### src/hdl/rmt_pkg.sv
package rmt_pkg;

   // apb register byte addresses
   localparam logic [7:0] ADDR_CTRL      = 8'h00;
   localparam logic [7:0] ADDR_OWN_SHORT = 8'h04;
   localparam logic [7:0] ADDR_DEST_HI   = 8'h08;
   localparam logic [7:0] ADDR_DEST_LO   = 8'h0C;
   localparam logic [7:0] ADDR_SERIAL_HI = 8'h10;
   localparam logic [7:0] ADDR_SERIAL_LO = 8'h14;
   localparam logic [7:0] ADDR_TIMING    = 8'h18;
   localparam logic [7:0] ADDR_STATUS    = 8'h1C;
   localparam logic [7:0] ADDR_SRC_LO    = 8'h20;
   localparam logic [7:0] ADDR_SRC_HI    = 8'h24;
   localparam logic [7:0] ADDR_DST_LO    = 8'h28;
   localparam logic [7:0] ADDR_COMMAND   = 8'h2C;

   // ctrl field positions
   localparam int CTRL_RETRY_LSB = 0;
   localparam int CTRL_CCA_LSB   = 4;
   localparam int CTRL_BE_LSB    = 12;
   localparam int CTRL_COORD_BIT = 16;
   localparam int CTRL_PINPOLL   = 17;
   localparam int CTRL_MACMODE   = 18;

   // command bits
   localparam int CMD_FORCE_POLL = 0;
   localparam int CMD_ASSOC_DONE = 1;
   localparam int CMD_CLR_STATUS = 2;

   // address constants
   localparam logic [15:0] SHORT_NONE_A   = 16'hFFFF;
   localparam logic [15:0] SHORT_NONE_B   = 16'hFFFE;
   localparam logic [31:0] BCAST_LO       = 32'h0000FFFF;
   localparam logic [31:0] ZERO_WORD      = 32'h00000000;

   // retry figures and queue depth
   localparam logic [3:0] ACK_RETRIES     = 4'h3;
   localparam logic [3:0] CCA_RETRIES     = 4'h2;
   localparam logic [3:0] BCAST_EXTRA     = 4'h2;
   localparam int          QUEUE_DEPTH    = 2;

   // reset values
   localparam logic [31:0] CTRL_RESET     = 32'h0000_3028;
   localparam logic [15:0] OWN_RESET      = 16'h0000;

   typedef enum logic [2:0] {
      RMT_IDLE, RMT_BACKOFF, RMT_CCA, RMT_SEND, RMT_WAIT_ACK, RMT_DONE
   } rmt_state_t;

   // frame header going out to the radio
   typedef struct packed {
      logic        src_long;
      logic [63:0] src;
      logic        dst_long;
      logic        bcast;
      logic [63:0] dst;
      logic        indirect;
   } rmt_hdr_t;

   // one queued indirect message
   typedef struct packed {
      logic        valid;
      logic [63:0] dst;
      logic [31:0] age;
   } rmt_slot_t;

endpackage

### src/hdl/rmt_tx_ctrl.sv
`timescale 1ns/1ps
`default_nettype none
module rmt_tx_ctrl #(
   parameter logic [63:0] FACTORY_SERIAL = 64'h0123_4567_89AB_CDEF, // arbitrary value
   parameter int          SLOT_US_CYC    = 64
) (
   // clock and reset
   input  wire logic        clk,
   input  wire logic        rst_n,
   // apb slave
   input  wire logic        psel,
   input  wire logic        penable,
   input  wire logic        pwrite,
   input  wire logic [7:0]  paddr,
   input  wire logic [31:0] pwdata,
   output logic [31:0]      prdata,
   output logic             pready,
   output logic             pslverr,
   // host serial buffer and mode events
   input  wire logic        tx_req,
   output logic             tx_busy,
   input  wire logic        rx_valid,
   input  wire logic        rx_bcast,
   input  wire logic        rx_for_me,
   input  wire logic [63:0] rx_src,
   input  wire logic        rx_is_poll,
   input  wire logic        sleep_cond,
   input  wire logic        cmd_seq,
   input  wire logic        cyclic_wake,
   input  wire logic        pin_wake,
   // radio side
   input  wire logic [7:0]  channel_energy,
   input  wire logic        ack_rcvd,
   input  wire logic        send_done,
   output logic             send_strobe,
   output rmt_pkg::rmt_hdr_t hdr,
   output logic             ack_send,
   output logic             rx_accept,
   output logic             poll_send,
   output logic [1:0]       op_mode
);

   logic [31:0] ctrl;
   logic [15:0] own_short_address;
   logic [31:0] destination_high_word, destination_low_word;
   logic [31:0] timing;              // [15:0] sleep period, [31:16] idle time before sleep
   logic [3:0]  status;              // 0 done 1 ack fail 2 cca fail 3 queue reject
   rmt_pkg::rmt_state_t state;
   logic [3:0]  ack_cnt, cca_cnt;
   logic [4:0]  sends_left;          // one bit wider: a retry setting of 15 asks for 17 sends
   logic [15:0] lfsr;
   logic [15:0] wait_cnt;
   logic        pkt_bcast, pkt_indirect;
   logic [63:0] pkt_dst;
   rmt_pkg::rmt_slot_t slot [rmt_pkg::QUEUE_DEPTH];
   logic [63:0] awake_addr;
   logic [31:0] awake_cnt;
   logic        awake_vld;

   wire logic        apb_wr  = psel && penable && pwrite;
   wire logic        apb_rd  = psel && !penable && !pwrite;
   wire logic [3:0]  unicast_retry_setting    = ctrl[rmt_pkg::CTRL_RETRY_LSB +: 4];
   wire logic [7:0]  channel_energy_threshold = ctrl[rmt_pkg::CTRL_CCA_LSB +: 8];
   wire logic [3:0]  backoff_exponent_setting = ctrl[rmt_pkg::CTRL_BE_LSB +: 4];
   wire logic        coord_en                 = ctrl[rmt_pkg::CTRL_COORD_BIT];
   wire logic        end_device_association_flags = ctrl[rmt_pkg::CTRL_PINPOLL];
   wire logic        mac_mode_select          = ctrl[rmt_pkg::CTRL_MACMODE];
   wire logic [15:0] cyclic_sleep_period      = timing[15:0];
   wire logic [15:0] idle_time_before_sleep   = timing[31:16];
   wire logic        cmd_wr = apb_wr && paddr == rmt_pkg::ADDR_COMMAND;
   wire logic        force_poll_command = cmd_wr && pwdata[rmt_pkg::CMD_FORCE_POLL];

   // source selection shared by header build and readback
   function automatic logic src_is_long(input logic [15:0] s);
      return s == rmt_pkg::SHORT_NONE_A || s == rmt_pkg::SHORT_NONE_B;
   endfunction

   wire logic        src_long = src_is_long(own_short_address);
   wire logic [63:0] src_addr = src_long ? FACTORY_SERIAL : {48'h0, own_short_address};
   wire logic [63:0] dst_addr = {destination_high_word, destination_low_word};
   wire logic        dst_bc   = destination_high_word == rmt_pkg::ZERO_WORD
                                && destination_low_word == rmt_pkg::BCAST_LO;
   wire logic        dst_short = destination_high_word == rmt_pkg::ZERO_WORD
                                && destination_low_word < {16'h0, rmt_pkg::SHORT_NONE_B};
   wire logic        dst_awake = awake_vld && awake_addr == dst_addr;
   // coordinator queues only when sleep is on and target asleep
   wire logic        go_indirect = coord_en && cyclic_sleep_period != 16'h0 && !dst_bc && !dst_awake;
   wire logic        q_full   = slot[0].valid && slot[1].valid;
   wire logic        cca_busy = channel_energy > channel_energy_threshold;
   wire logic        poll_hit0 = rx_valid && rx_is_poll && slot[0].valid && slot[0].dst == rx_src;
   wire logic        poll_hit1 = rx_valid && rx_is_poll && slot[1].valid && slot[1].dst == rx_src;

   // register writes
   always_ff @(posedge clk)
      if (!rst_n)
      begin
         ctrl <= rmt_pkg::CTRL_RESET;
         own_short_address <= rmt_pkg::OWN_RESET;
         destination_high_word <= rmt_pkg::ZERO_WORD;
         destination_low_word <= rmt_pkg::ZERO_WORD;
         timing <= rmt_pkg::ZERO_WORD;
      end
      else if (cmd_wr && pwdata[rmt_pkg::CMD_ASSOC_DONE])
         own_short_address <= rmt_pkg::SHORT_NONE_B;
      else if (apb_wr)
         unique case (paddr)
            rmt_pkg::ADDR_CTRL:      ctrl <= pwdata;
            rmt_pkg::ADDR_OWN_SHORT: own_short_address <= pwdata[15:0];
            rmt_pkg::ADDR_DEST_HI:   destination_high_word <= pwdata;
            rmt_pkg::ADDR_DEST_LO:   destination_low_word <= pwdata;
            rmt_pkg::ADDR_TIMING:    timing <= pwdata;
            default: ;                                                                            // serial words ignore writes
         endcase

   // read data captured in setup so access phase completes at once
   always_ff @(posedge clk)
      if (!rst_n)
         prdata <= rmt_pkg::ZERO_WORD;
      else if (apb_rd)
         unique case (paddr)
            rmt_pkg::ADDR_CTRL:      prdata <= ctrl;
            rmt_pkg::ADDR_OWN_SHORT: prdata <= {16'h0, own_short_address};
            rmt_pkg::ADDR_DEST_HI:   prdata <= destination_high_word;
            rmt_pkg::ADDR_DEST_LO:   prdata <= destination_low_word;
            rmt_pkg::ADDR_SERIAL_HI: prdata <= FACTORY_SERIAL[63:32];
            rmt_pkg::ADDR_SERIAL_LO: prdata <= FACTORY_SERIAL[31:0];
            rmt_pkg::ADDR_TIMING:    prdata <= timing;
            rmt_pkg::ADDR_STATUS:    prdata <= {24'h0, 1'b0, q_full, dst_bc, dst_short, status};
            rmt_pkg::ADDR_SRC_LO:    prdata <= src_addr[31:0];
            rmt_pkg::ADDR_SRC_HI:    prdata <= {31'h0, src_long};
            rmt_pkg::ADDR_DST_LO:    prdata <= dst_addr[31:0];
            default:                 prdata <= rmt_pkg::ZERO_WORD;
         endcase

   assign pready  = 1'b1;
   assign pslverr = 1'b0;

   // pseudo random source for backoff
   always_ff @(posedge clk)
      if (!rst_n)
         lfsr <= 16'hACE1;
      else
         lfsr <= {lfsr[14:0], lfsr[15] ^ lfsr[13] ^ lfsr[12] ^ lfsr[10]};

   // backoff length: random slots under 2^be, each SLOT_US_CYC cycles
   function automatic logic [15:0] backoff_len(input logic [3:0] be, input logic [15:0] r);
      logic [15:0] mask;
      mask = (16'h1 << be) - 16'h1;
      return (r & mask) * 16'(SLOT_US_CYC);
   endfunction

   // transmit sequencer
   always_ff @(posedge clk)
      if (!rst_n)
      begin
         state <= rmt_pkg::RMT_IDLE;
         ack_cnt <= 4'h0;
         cca_cnt <= 4'h0;
         sends_left <= 5'h00;
         wait_cnt <= 16'h0;
         pkt_bcast <= 1'b0;
         pkt_indirect <= 1'b0;
         pkt_dst <= 64'h0;
         status <= 4'h0;
      end
      else
      begin
         if (cmd_wr && pwdata[rmt_pkg::CMD_CLR_STATUS])
            status <= 4'h0;
         unique case (state)
            rmt_pkg::RMT_IDLE:
               if (tx_req)
               begin
                  ack_cnt <= 4'h0;
                  cca_cnt <= 4'h0;
                  pkt_bcast <= dst_bc;
                  pkt_dst <= dst_addr;
                  pkt_indirect <= go_indirect;
                  sends_left <= (dst_bc && unicast_retry_setting != 4'h0)
                                ? {1'b0, unicast_retry_setting} + {1'b0, rmt_pkg::BCAST_EXTRA}
                                : 5'h01;
                  if (go_indirect && q_full)
                  begin
                     status[3] <= 1'b1;
                     state <= rmt_pkg::RMT_DONE;
                  end
                  else if (go_indirect)
                     state <= rmt_pkg::RMT_DONE;
                  else
                  begin
                     wait_cnt <= backoff_len(backoff_exponent_setting, lfsr);
                     state <= rmt_pkg::RMT_BACKOFF;
                  end
               end
            rmt_pkg::RMT_BACKOFF:
               if (wait_cnt == 16'h0)
                  state <= rmt_pkg::RMT_CCA;
               else
                  wait_cnt <= wait_cnt - 16'h1;
            rmt_pkg::RMT_CCA:
               if (!cca_busy)
                  state <= rmt_pkg::RMT_SEND;
               // default mac mode retries only broadcast or zero-retry unicast
               else if (!mac_mode_select && (pkt_bcast || unicast_retry_setting == 4'h0)
                        && cca_cnt < rmt_pkg::CCA_RETRIES)
               begin
                  cca_cnt <= cca_cnt + 4'h1;
                  wait_cnt <= backoff_len(backoff_exponent_setting, lfsr);
                  state <= rmt_pkg::RMT_BACKOFF;
               end
               else
               begin
                  status[2] <= 1'b1;
                  state <= rmt_pkg::RMT_DONE;
               end
            rmt_pkg::RMT_SEND:
               if (send_done)
               begin
                  if (!pkt_bcast)
                     state <= rmt_pkg::RMT_WAIT_ACK;
                  else if (sends_left > 5'h01)
                  begin
                     sends_left <= sends_left - 5'h01;
                     state <= rmt_pkg::RMT_BACKOFF;
                  end
                  else
                     state <= rmt_pkg::RMT_DONE;
               end
            rmt_pkg::RMT_WAIT_ACK:
               if (ack_rcvd)
                  state <= rmt_pkg::RMT_DONE;
               else if (rx_valid || wait_cnt == 16'hFFFF)
               begin
                  wait_cnt <= 16'h0;
                  if (ack_cnt < rmt_pkg::ACK_RETRIES)
                  begin
                     ack_cnt <= ack_cnt + 4'h1;
                     state <= rmt_pkg::RMT_BACKOFF;
                  end
                  else
                  begin
                     status[1] <= 1'b1;
                     state <= rmt_pkg::RMT_DONE;
                  end
               end
               else
                  wait_cnt <= wait_cnt + 16'h1;
            rmt_pkg::RMT_DONE:
            begin
               status[0] <= 1'b1;
               state <= rmt_pkg::RMT_IDLE;
            end
            default: state <= rmt_pkg::RMT_IDLE;
         endcase
      end

   // indirect queue: fill on entry, free on poll or expiry
   always_ff @(posedge clk)
      if (!rst_n)
      begin
         slot[0] <= '0;
         slot[1] <= '0;
      end
      else
         for (int i = 0; i < rmt_pkg::QUEUE_DEPTH; i++)
         begin
            if (state == rmt_pkg::RMT_IDLE && tx_req && go_indirect && !q_full
                && (i == 0 ? !slot[0].valid : slot[0].valid && !slot[1].valid))
               slot[i] <= '{valid: 1'b1, dst: dst_addr, age: 32'h0};
            else if ((i == 0 ? poll_hit0 : poll_hit1)
                     || slot[i].age >= {16'h0, cyclic_sleep_period} * 32'(SLOT_US_CYC))
               slot[i].valid <= 1'b0;
            else if (slot[i].valid)
               slot[i].age <= slot[i].age + 32'h1;
         end

   // awake window after addressed traffic from a node
   always_ff @(posedge clk)
      if (!rst_n)
      begin
         awake_vld <= 1'b0;
         awake_addr <= 64'h0;
         awake_cnt <= 32'h0;
      end
      else if (rx_valid && rx_for_me && !rx_bcast)
      begin
         awake_vld <= 1'b1;
         awake_addr <= rx_src;
         awake_cnt <= 32'h0;
      end
      else if (awake_cnt >= {16'h0, idle_time_before_sleep} * 32'(SLOT_US_CYC))
         awake_vld <= 1'b0;
      else
         awake_cnt <= awake_cnt + 32'h1;

   // radio strobes and mode
   always_ff @(posedge clk)
      if (!rst_n)
      begin
         ack_send <= 1'b0;
         rx_accept <= 1'b0;
         poll_send <= 1'b0;
         op_mode <= 2'h0;
      end
      else
      begin
         rx_accept <= rx_valid && (rx_bcast || rx_for_me);
         ack_send <= rx_valid && rx_for_me && !rx_bcast && !rx_is_poll;
         poll_send <= !coord_en && (cyclic_wake || (pin_wake && end_device_association_flags)
                      || force_poll_command);
         // 0 idle, 1 busy, 2 sleep, 3 command
         op_mode <= cmd_seq ? 2'h3 : (state != rmt_pkg::RMT_IDLE || rx_valid) ? 2'h1
                    : sleep_cond ? 2'h2 : 2'h0;
      end

   assign send_strobe = state == rmt_pkg::RMT_CCA && !cca_busy;
   assign tx_busy     = state != rmt_pkg::RMT_IDLE;

   // header presented to the radio
   always_ff @(posedge clk)
      if (!rst_n)
         hdr <= '0;
      else
         hdr <= '{src_long: src_long, src: src_addr, dst_long: !dst_short && !dst_bc,
                  bcast: dst_bc, dst: dst_addr, indirect: go_indirect};

endmodule
`default_nettype wire

### config.mk
export PLATFORM = sky130hd
export DESIGN_NAME = rmt_tx_ctrl
export DESIGN_NICKNAME = d
export VERILOG_FILES = /design/src/hdl/rmt_pkg.sv /design/src/hdl/rmt_tx_ctrl.sv
export SDC_FILE = /design/constraint.sdc
export NUM_CORES = 1
export LEC_CHECK = 0
export BUFFER_PORTS_ARGS = -buffer_cell sky130_fd_sc_hd__buf_4
export CAP_MARGIN = 20
export CORE_UTILIZATION = 45
export DETAILED_ROUTE_END_ITERATION = 7
export PLACE_DENSITY_LB_ADDON = 0.2
export SYNTH_ARGS = -nofsm -noshare
export SYNTH_HDL_FRONTEND = slang
export SYNTH_SLANG_ARGS = --single-unit
### constraint.sdc
create_clock -name clk -period 6.8 [get_ports clk]
set_clock_uncertainty 0.15 [all_clocks]
set_input_delay 0.68 -clock clk [delete_from_list [all_inputs] [get_ports clk]]
set_output_delay 0.68 -clock clk [all_outputs]
set_load 0.005 [all_outputs]
After elaboration in Yosys (flattened, before gate mapping)
Memories as Yosys holds them, arrays and structs flattened.
Cells that the tools add are included.
{"block": "op_classes", "n_addsub": 10, "magnitude_cmp": 8, "n_eq_ne": 37, "shift": 1, "n_mux": 89, "bitwise": 12, "n_reduce_logical": 91}
{"operator": "$pmux W32 S10", "n": 1}
{"operator": "$mux W97", "n": 2}
{"operator": "$eq A64 B64 Y1", "n": 3}
{"operator": "$mux W16", "n": 11}
{"operator": "$add A32 B1 Y32 const B", "n": 3}
{"operator": "$ge A32 B22 Y1", "n": 3}
{"operator": "$mux W32", "n": 2}
{"operator": "$pmux W16 S4", "n": 1}
{"operator": "$mux W57", "n": 1}
{"operator": "$eq A16 B16 Y1 const B", "n": 3}
{"operator": "$mux W1", "n": 40}
{"operator": "$logic_and A1 B1 Y1", "n": 38}
{"operator": "$mux W3", "n": 12}
{"operator": "$eq A32 B16 Y1 const B", "n": 1}
{"operator": "$eq A8 B5 Y1 const B", "n": 4}
{"operator": "$eq A8 B6 Y1 const B", "n": 4}
{"operator": "$logic_not A32 Y1", "n": 1}
{"operator": "$lt A32 B16 Y1 const B", "n": 1}
{"operator": "$mux W4", "n": 7}
{"operator": "$ne A2 B2 Y1 const B", "n": 13}
{"operator": "$mux W5", "n": 5}
{"operator": "$add A16 B1 Y16 const B", "n": 1}
{"operator": "$eq A8 B4 Y1 const B", "n": 2}
{"operator": "$logic_not A16 Y1", "n": 1}
{"operator": "other kinds (37)", "n": 88}
{"block": "word_totals", "reg_bits": 463, "mem_bits_rw": 194, "input_bits": 128, "n_memories": 1}
{"memory": "slot", "depth": 2, "width": 97, "read_ports": 2, "rd_clocked_by_memory_dff": 0, "write_ports": 2, "line": "rmt_tx_ctrl.sv:55", "text": "rmt_pkg::rmt_slot_t slot [rmt_pkg::QUEUE_DEPTH];"}

Depth between registers and ports, before layout
Gate-level depths: netlist of run 1.
{"block": "logic_depth", "ltp_word": 13, "mapped_depth": 12, "mapped_depth_nobuf": 10}

Worst setup path after synthesis of run 1
No wires, ideal clock.
{"block": "synth_timing", "path_type": "register to register", "from": "register state[1]", "to": "memory slot[0][0] in the netlist's numbering (enable)", "setup_ns": 0.388, "t_arrival_ns": 4.927, "slack_ns": 1.335, "stages_incl_launch_ff": 7, "period_less_slack_ns": 5.465, "cell_sequence": "dfxtp_1 > clkbuf_1 > nor3_1 > and2_0 > nand2_1 > o21ai_1 > a21o_1"}
{"item": "start: declaration", "line": "rmt_tx_ctrl.sv:48", "text": "rmt_pkg::rmt_state_t state;"}
{"item": "start signal: assignment", "line": "rmt_tx_ctrl.sv:156", "text": "state <= rmt_pkg::RMT_IDLE;"}
{"item": "start signal: assignment", "line": "rmt_tx_ctrl.sv:185", "text": "state <= rmt_pkg::RMT_DONE;"}
{"item": "start signal: assignment", "line": "rmt_tx_ctrl.sv:188", "text": "state <= rmt_pkg::RMT_DONE;"}
{"item": "end: declaration", "line": "rmt_tx_ctrl.sv:55"}

==> results of run 1 <==
how the worst max path moves through the flow:
stage,end,slack [ps],cells after the start
after floorplan,slot[0][0],1330,6
after global placement,slot[0][0],2480,10
after detailed placement,slot[0][3],2360,10
after CTS,slot[0][6],2390,10
after global routing,slot[0][6],2190,10
final,slot[0][26],2130,10
per-layer routing:
metal  part of all wire  wire length (um)
met5            0.00024                23
met4              0.039              3725
met3               0.10              9921
met2               0.45             43550
met1               0.41             39100
power breakdown:
part | switching [mW] | internal, mW
Clock | 1.49 | 2.09
Sequential | 0.152 | 3.86
Combinational | 0.636 | 0.402
area by class of cell:
type                       count  area share
inverter                      92     0.01089
antenna                        1  0.00007776
multi-input combinational   2029      0.3837
sequential                   609      0.4389
timing repair buffer         295     0.06967
tap                          782     0.03040
clock inverter                26    0.006648
clock buffer                  92     0.05976
worst reg2reg max path: cells and delay by family, from the launching register on:
| kind | cells | cell delay (ps) |
|---|---|---|
| and+or+nand+nor | 5 | 2290 |
| AOI/OAI and AO/OA | 3 | 710 |
| buffers and inverters | 2 | 700 |
| DFF | 1 | 500 |
state kept, by name, indices dropped and copies added, names as in the netlist:
signal                 count
lfsr                      16
awake_vld                  1
awake_addr                64
op_mode                    2
state                      3
sends_left                 5
cca_cnt                    4
hdr                       84
poll_send                  1
awake_cnt                 32
own_short_address         16
status                     4
prdata                    32
ctrl                      32
wait_cnt                  16
ack_cnt                    4
pkt_bcast                  1
slot                     194
destination_high_word     32
destination_low_word      32
rx_accept                  1
timing                    32
ack_send                   1
cells by family (layout without fill, tap and decap cells):
logic type      after synthesis  count (layout)  synth area share
buf+inv                     288             505           0.04720
fa+ha+maj                    71              71           0.03229
compound gates              550             550            0.1302
other cells                   2              49         0.0002729
xor+xnor                    229             229           0.07289
flops                       609             609            0.5133
simple gates               1123            1123            0.2009
mux                           8               8          0.002910
per-stage QoR:
| stage | setup slack, ps | hold WS, ps | instances | utilization | cell area (um^2) |
|---|---|---|---|---|---|
| floorplan | 1335 | 236.3 | 2926 | - | 27690 |
| global placement | 2475 | 244.1 | 3805 | 0.4970 | 30000 |
| detailed placement | 2364 | 246.0 | 3807 | 0.4977 | 30040 |
| CTS | 2392 | 102.8 | 3925 | 0.5331 | 32180 |
| global route | 2190 | 124.6 | 3925 | 0.5331 | 32180 |
| finish | 2125 | 125.8 | 3926 | 0.5332 | 32180 |
cell usage in the layout (no fill, tap or decap), types with 62 or more instances in the layout:
| cell | count |
|---|---|
| dfxtp_1 | 416 |
| nand2_1 | 403 |
| buf_4 | 293 |
| a21oi_1 | 231 |
| edfxtp_1 | 193 |
| nor2_1 | 175 |
| and2_1 | 157 |
| xnor2_1 | 137 |
| xor2_1 | 92 |
| inv_1 | 91 |
| nand4_1 | 77 |
| nand3_1 | 74 |
| ha_1 | 71 |
| clkbuf_16 | 69 |
| nor4_1 | 62 |
| a22o_1 | 62 |
==> impl_metrics.env, run 1 <==
export IMPL_cts_tree="built"
export IMPL_worst_pin_slew_ps=1184
export IMPL_synth_warnings=0
export IMPL_die_h_um=249.3
export IMPL_ys_top_cells_by_area="dfxtp_1 (30%), edfxtp_1 (21%), nand2_1 (5.5%), xnor2_1 (4.4%), a21oi_1 (4.2%)"
export IMPL_postCtsHoldBufs=0
export IMPL_gr_usage_met3=0.05778
export IMPL_r2r_slack_ps=2130
export IMPL_vdd_ir_drop_worst_mv=0.1628
export IMPL_port_buffers=270
export IMPL_setup_viol=0
export IMPL_cpLargestDelayFamily="simple AND/OR/NAND/NOR gates"
export IMPL_syn_area_um2=27520
export IMPL_synth_distinct_cells=76
export IMPL_holdPathStages=2
export IMPL_cp_arrival_ps=4830
export IMPL_clk_latency_ps=610
export IMPL_slew_headroom=0.2005
export IMPL_synth_common_cells="dfxtp_1 (416), nand2_1 (404), a21oi_1 (233), edfxtp_1 (193), nor2_1 (176)"
export IMPL_post_dp_hpwl_um=70160
export IMPL_dr_first_iter_drc_count=2732
export IMPL_syn_area_per_cell_um2=9.554
export IMPL_multi_input_area_um2=12350
export IMPL_synth_async_reset_ratio=0
export IMPL_num_nets_final=3293
export IMPL_htree_levels=3
export IMPL_final_period_utilization=0.6875
export IMPL_grt_pass1_vias=21860
export IMPL_drt_total_wl_um=96320
export IMPL_place_gp_congestion=0.9561
export IMPL_tns_ps=0
export IMPL_yosysSeqAreaShare=0.5133
export IMPL_synth_top_flop_cell="dfxtp_1"
export IMPL_area_delta_synth_final_pct=16.96
export IMPL_cp_num_buf_inv=2
export IMPL_drv_cap=0
export IMPL_die_area_um2=62140
export IMPL_start_util=0.4559
export IMPL_grt_max_degree=86
export IMPL_synth_cells=2880
export IMPL_yosysTopAreaCell="dfxtp_1"
export IMPL_cts_buffers=67
export IMPL_min_to="ack_send"
export IMPL_n_fill_cell=5486
export IMPL_grt_pass1_wl_um=140600
export IMPL_cts_sinks=609
export IMPL_ys_seq_elements=609
export IMPL_vias_per_cell=5.959
export IMPL_cp_data_required_time_ps=6950
export IMPL_period_minus_slack_ps=4675
export IMPL_cp_common_cell="buf_4"
export IMPL_fmax_mhz=213.9
export IMPL_cts_resized=0
export IMPL_p_per_area_nw_per_um2=268.4
export IMPL_hold_path_startpoint="rx_is_poll"
export IMPL_r2r_start="destination_high_word[20]"
export IMPL_cts_buffer_depth=3
export IMPL_drc=0
export IMPL_criticalPathCategory="flop to flop"
export IMPL_postCtsSetupBuffers=0
export IMPL_die_x_um=249.3
export IMPL_vias=23390
export IMPL_status="completed"
export IMPL_hold_violations=0
export IMPL_drive_above_1_share=0.1365
export IMPL_cp_slowest_cell="nor4_1"
export IMPL_ios=301
export IMPL_slew_viol_final=0
export IMPL_postRouteAntennaNets=0
export IMPL_reg2regPathDepth=10
export IMPL_start_kind="flop"
export IMPL_cts_root_buffer="clkbuf_16"
export IMPL_synth_most_common_cell="dfxtp_1"
export IMPL_met1_usage=0.4068
export IMPL_path_clk_slew_ps=60
export IMPL_rsz0062_at_grt="no"
export IMPL_crit_start="destination_high_word[20]"
export IMPL_num_rows=90
export IMPL_hold_class="input port to flop"
export IMPL_crit_fanout=66
export IMPL_p_leak_nw=12.09
export IMPL_worstSetupEndpointType="flop"
export IMPL_yosysTopAreaCellShare=0.3027
export IMPL_met2_usage=0.4745
export IMPL_drtPass1Iterations=8
export IMPL_coreArea_um2=60360
export IMPL_post_drt_wl_per_cell_um=24.53
export IMPL_r2r_end="slot[0][26]"
export IMPL_crit_chain="nor4_1 -> nand4_1 -> nor4_2 -> nor2_1 -> o21a_1 -> nand2_1 -> o21ai_4 -> buf_4 -> a21o_1 -> buf_4"
export IMPL_synth_edf_count=193
export IMPL_busiest_layer="met2"
export IMPL_track_usage=0.3011
export IMPL_overflow=0
export IMPL_max_stage_delay_ps=770
export IMPL_total_power_mw=8.639
export IMPL_antenna_found_initial=3
export IMPL_regArea_um2=14120
(Power assumes the default switching activity.)
==> inputs of run 2 (changes only) <==
==> constraint.sdc (replaced) <==
create_clock -name clk -period 4.8 [get_ports clk]
set_clock_uncertainty 0.15 [all_clocks]
set_input_delay 0.48 -clock clk [delete_from_list [all_inputs] [get_ports clk]]
set_output_delay 0.48 -clock clk [all_outputs]
set_load 0.005 [all_outputs]
==> run 2 against run 1 <==
The run now ends with design-rule violations left. First-iteration DRC count fell by 3.3%. Critical path depth rose by 1. Utilization rose by 1.7 points. Setup slack got worse by 1400 ps.
==> impl_metrics.env, run 2 (synthesis gave the netlist of run 1 again) <==
export IMPL_status="finished, violations left"
export IMPL_violations="design-rule violations"
export IMPL_clk_latency_ps=610
export IMPL_die_area_um2=62140
export IMPL_holdPathStages=3
export IMPL_final_area_um2=33180
export IMPL_vdd_ir_drop_worst_mv=0.2415
export IMPL_setup_viol=0
export IMPL_cts_sinks=609
export IMPL_drv_cap=0
export IMPL_power_net_switching_mw=3.303
export IMPL_coreArea_um2=60360
export IMPL_hold_violations=0
export IMPL_pre_cts_slack_ps=832.5
export IMPL_grt_pass1_vias=22560
export IMPL_drt_total_wl_um=98340
export IMPL_num_rows=90
export IMPL_n_fill_cell=5357
export IMPL_postCtsSetupBuffers=0
export IMPL_drive_above_1_share=0.1364
export IMPL_swShare=0.2635
export IMPL_die_h_um=249.3
export IMPL_max_stage_delay_ps=620
export IMPL_criticalPathCategory="input port to flop"
export IMPL_tns_ps=0
export IMPL_pwr_share_clk=0.426
export IMPL_final_setup_worst_slack_ps=766.2
export IMPL_worst_pin_slew_ps=1218
export IMPL_hold_class="input port to flop"
export IMPL_dr_first_iter_drc_count=2643
export IMPL_cts_buffers=70
export IMPL_cp_data_required_time_ps=5100
export IMPL_reg2regPathDepth=9
export IMPL_slew_headroom=0.1807
export IMPL_area_delta_synth_final_pct=20.59
export IMPL_crit_chain="dlygate4sd3_1 -> buf_4 -> xnor2_1 -> nand4_1 -> nor4_1 -> nand3_1 -> nor4_1 -> nor3_1 -> a21oi_4 -> buf_4 -> and2_1"
export IMPL_ios=301
export IMPL_track_usage=0.3101
export IMPL_fmax_mhz=247.9
export IMPL_place_gp_congestion=1.013
export IMPL_seqPwrFrac=0.453
export IMPL_port_buffers=270
export IMPL_p_leak_nw=12.54
export IMPL_htree_levels=3
export IMPL_worstSetupEndpointType="flop"
export IMPL_start_kind="input port"
export IMPL_crit_fanout=64
export IMPL_drtPass1Iterations=8
export IMPL_whs_ps=21.24
export IMPL_grt_max_degree=97
export IMPL_num_nets_final=3382
export IMPL_path_clk_slew_ps=60
export IMPL_grt_pass1_wl_um=145200
export IMPL_drc=4
export IMPL_rsz0062_at_grt="no"
export IMPL_cts_buffer_depth=3
export IMPL_largest_reg_flops=194
export IMPL_post_drt_wl_per_cell_um=24.43
export IMPL_final_period_utilization=0.8404
export IMPL_die_x_um=249.3
export IMPL_dpl_instance_area_um2=30110
export IMPL_intPower_mw=9.235
export IMPL_vias=23490
export IMPL_final_common_cell="dfxtp_1"
export IMPL_regMostFlops="slot"
export IMPL_vias_per_cell=5.837
export IMPL_comb_power_share=0.121
export IMPL_cp_arrival_ps=4340
export IMPL_mostFrequentLayoutCells="dfxtp_1 (416), nand2_1 (403), buf_4 (301)"
export IMPL_overflow=0
export IMPL_post_dp_hpwl_um=71600
export IMPL_cts_tree="built"
export IMPL_start_util=0.4559
export IMPL_cts_root_buffer="clkbuf_16"
export IMPL_postCtsHoldBufs=76
export IMPL_postRouteAntennaNets=0
export IMPL_top_regs="slot x194, hdr x84, awake_addr x64"
export IMPL_slew_viol_final=0
export IMPL_p_per_area_nw_per_um2=377.9
export IMPL_cts_resized=0
export IMPL_antenna_found_initial=10
export IMPL_period_minus_slack_ps=4034
export IMPL_cp_slowest_cell="nor4_1"
run 2: cell count changes in the layout (fill, tap and decap cells not counted), moves of 3 or more:
| cell | change |
|---|---|
| dlygate4sd3_1 | +76 |
| buf_4 | +8 |
| clkbuf_1 | +6 |
| clkbuf_16 | +6 |
| buf_12 | +3 |
| clkinv_1 | -3 |
| inv_6 | +3 |
run 2: final timing paths:
check | slack [ps] | startpoint | to
min | 20 | pwdata[20] | destination_high_word[20]
max | 770 | rx_src[13] | slot[0][53]
max reg2reg | 810 | destination_high_word[21] | slot[0][96]
min reg2reg | 280 | lfsr[14] | lfsr[15]
run 2: power groups by stage:
stage | registers, mW | clock network, mW | logic, mW
finish | 5.68 | 5.34 | 1.51
global route | 5.71 | 5.62 | 1.65
CTS | 5.67 | 5.41 | 1.50
detailed placement | 5.78 | 0 | 1.44
global placement | 5.78 | 0 | 1.41
floorplan | 5.67 | 0 | 1.03
run 2: per-layer routing:
layer,track usage,vias up,wire (um)
met1,0.4259,11410,41240
met2,0.4825,1159,44290
met3,0.04681,190,8434
li1,-,10720,-
met4,0.1404,10,4311
met5,0,-,58
run 2: metrics by stage:
step,power (mW),utilization,std cells
global placement,7.187,0.4987,3816
finish,12.54,0.5497,4025
floorplan,6.703,-,2926
global route,12.97,0.5496,4023
detailed placement,7.219,0.4988,3817
CTS,12.58,0.5496,4022
run 2: layout make-up:
type / instances / area (um^2) / area share
flip-flops and latches: 609 / 14120 / 0.4257
multi-input cells: 2029 / 12330 / 0.3715
repair buffers: 381 / 3092 / 0.09318
inverters: 92 / 350.3 / 0.01056
diodes: 3 / 7.507 / 0.0002263
clock inverters: 24 / 200.2 / 0.006033
well taps: 782 / 978.4 / 0.02949
clock buffers: 105 / 2103 / 0.06339
run 2: critical path, delay by kind of cell:
family          cells  cell delay, ps
xor+xnor            1             510
buf+inv             3            1260
simple gates        6            1890
compound gates      1             170
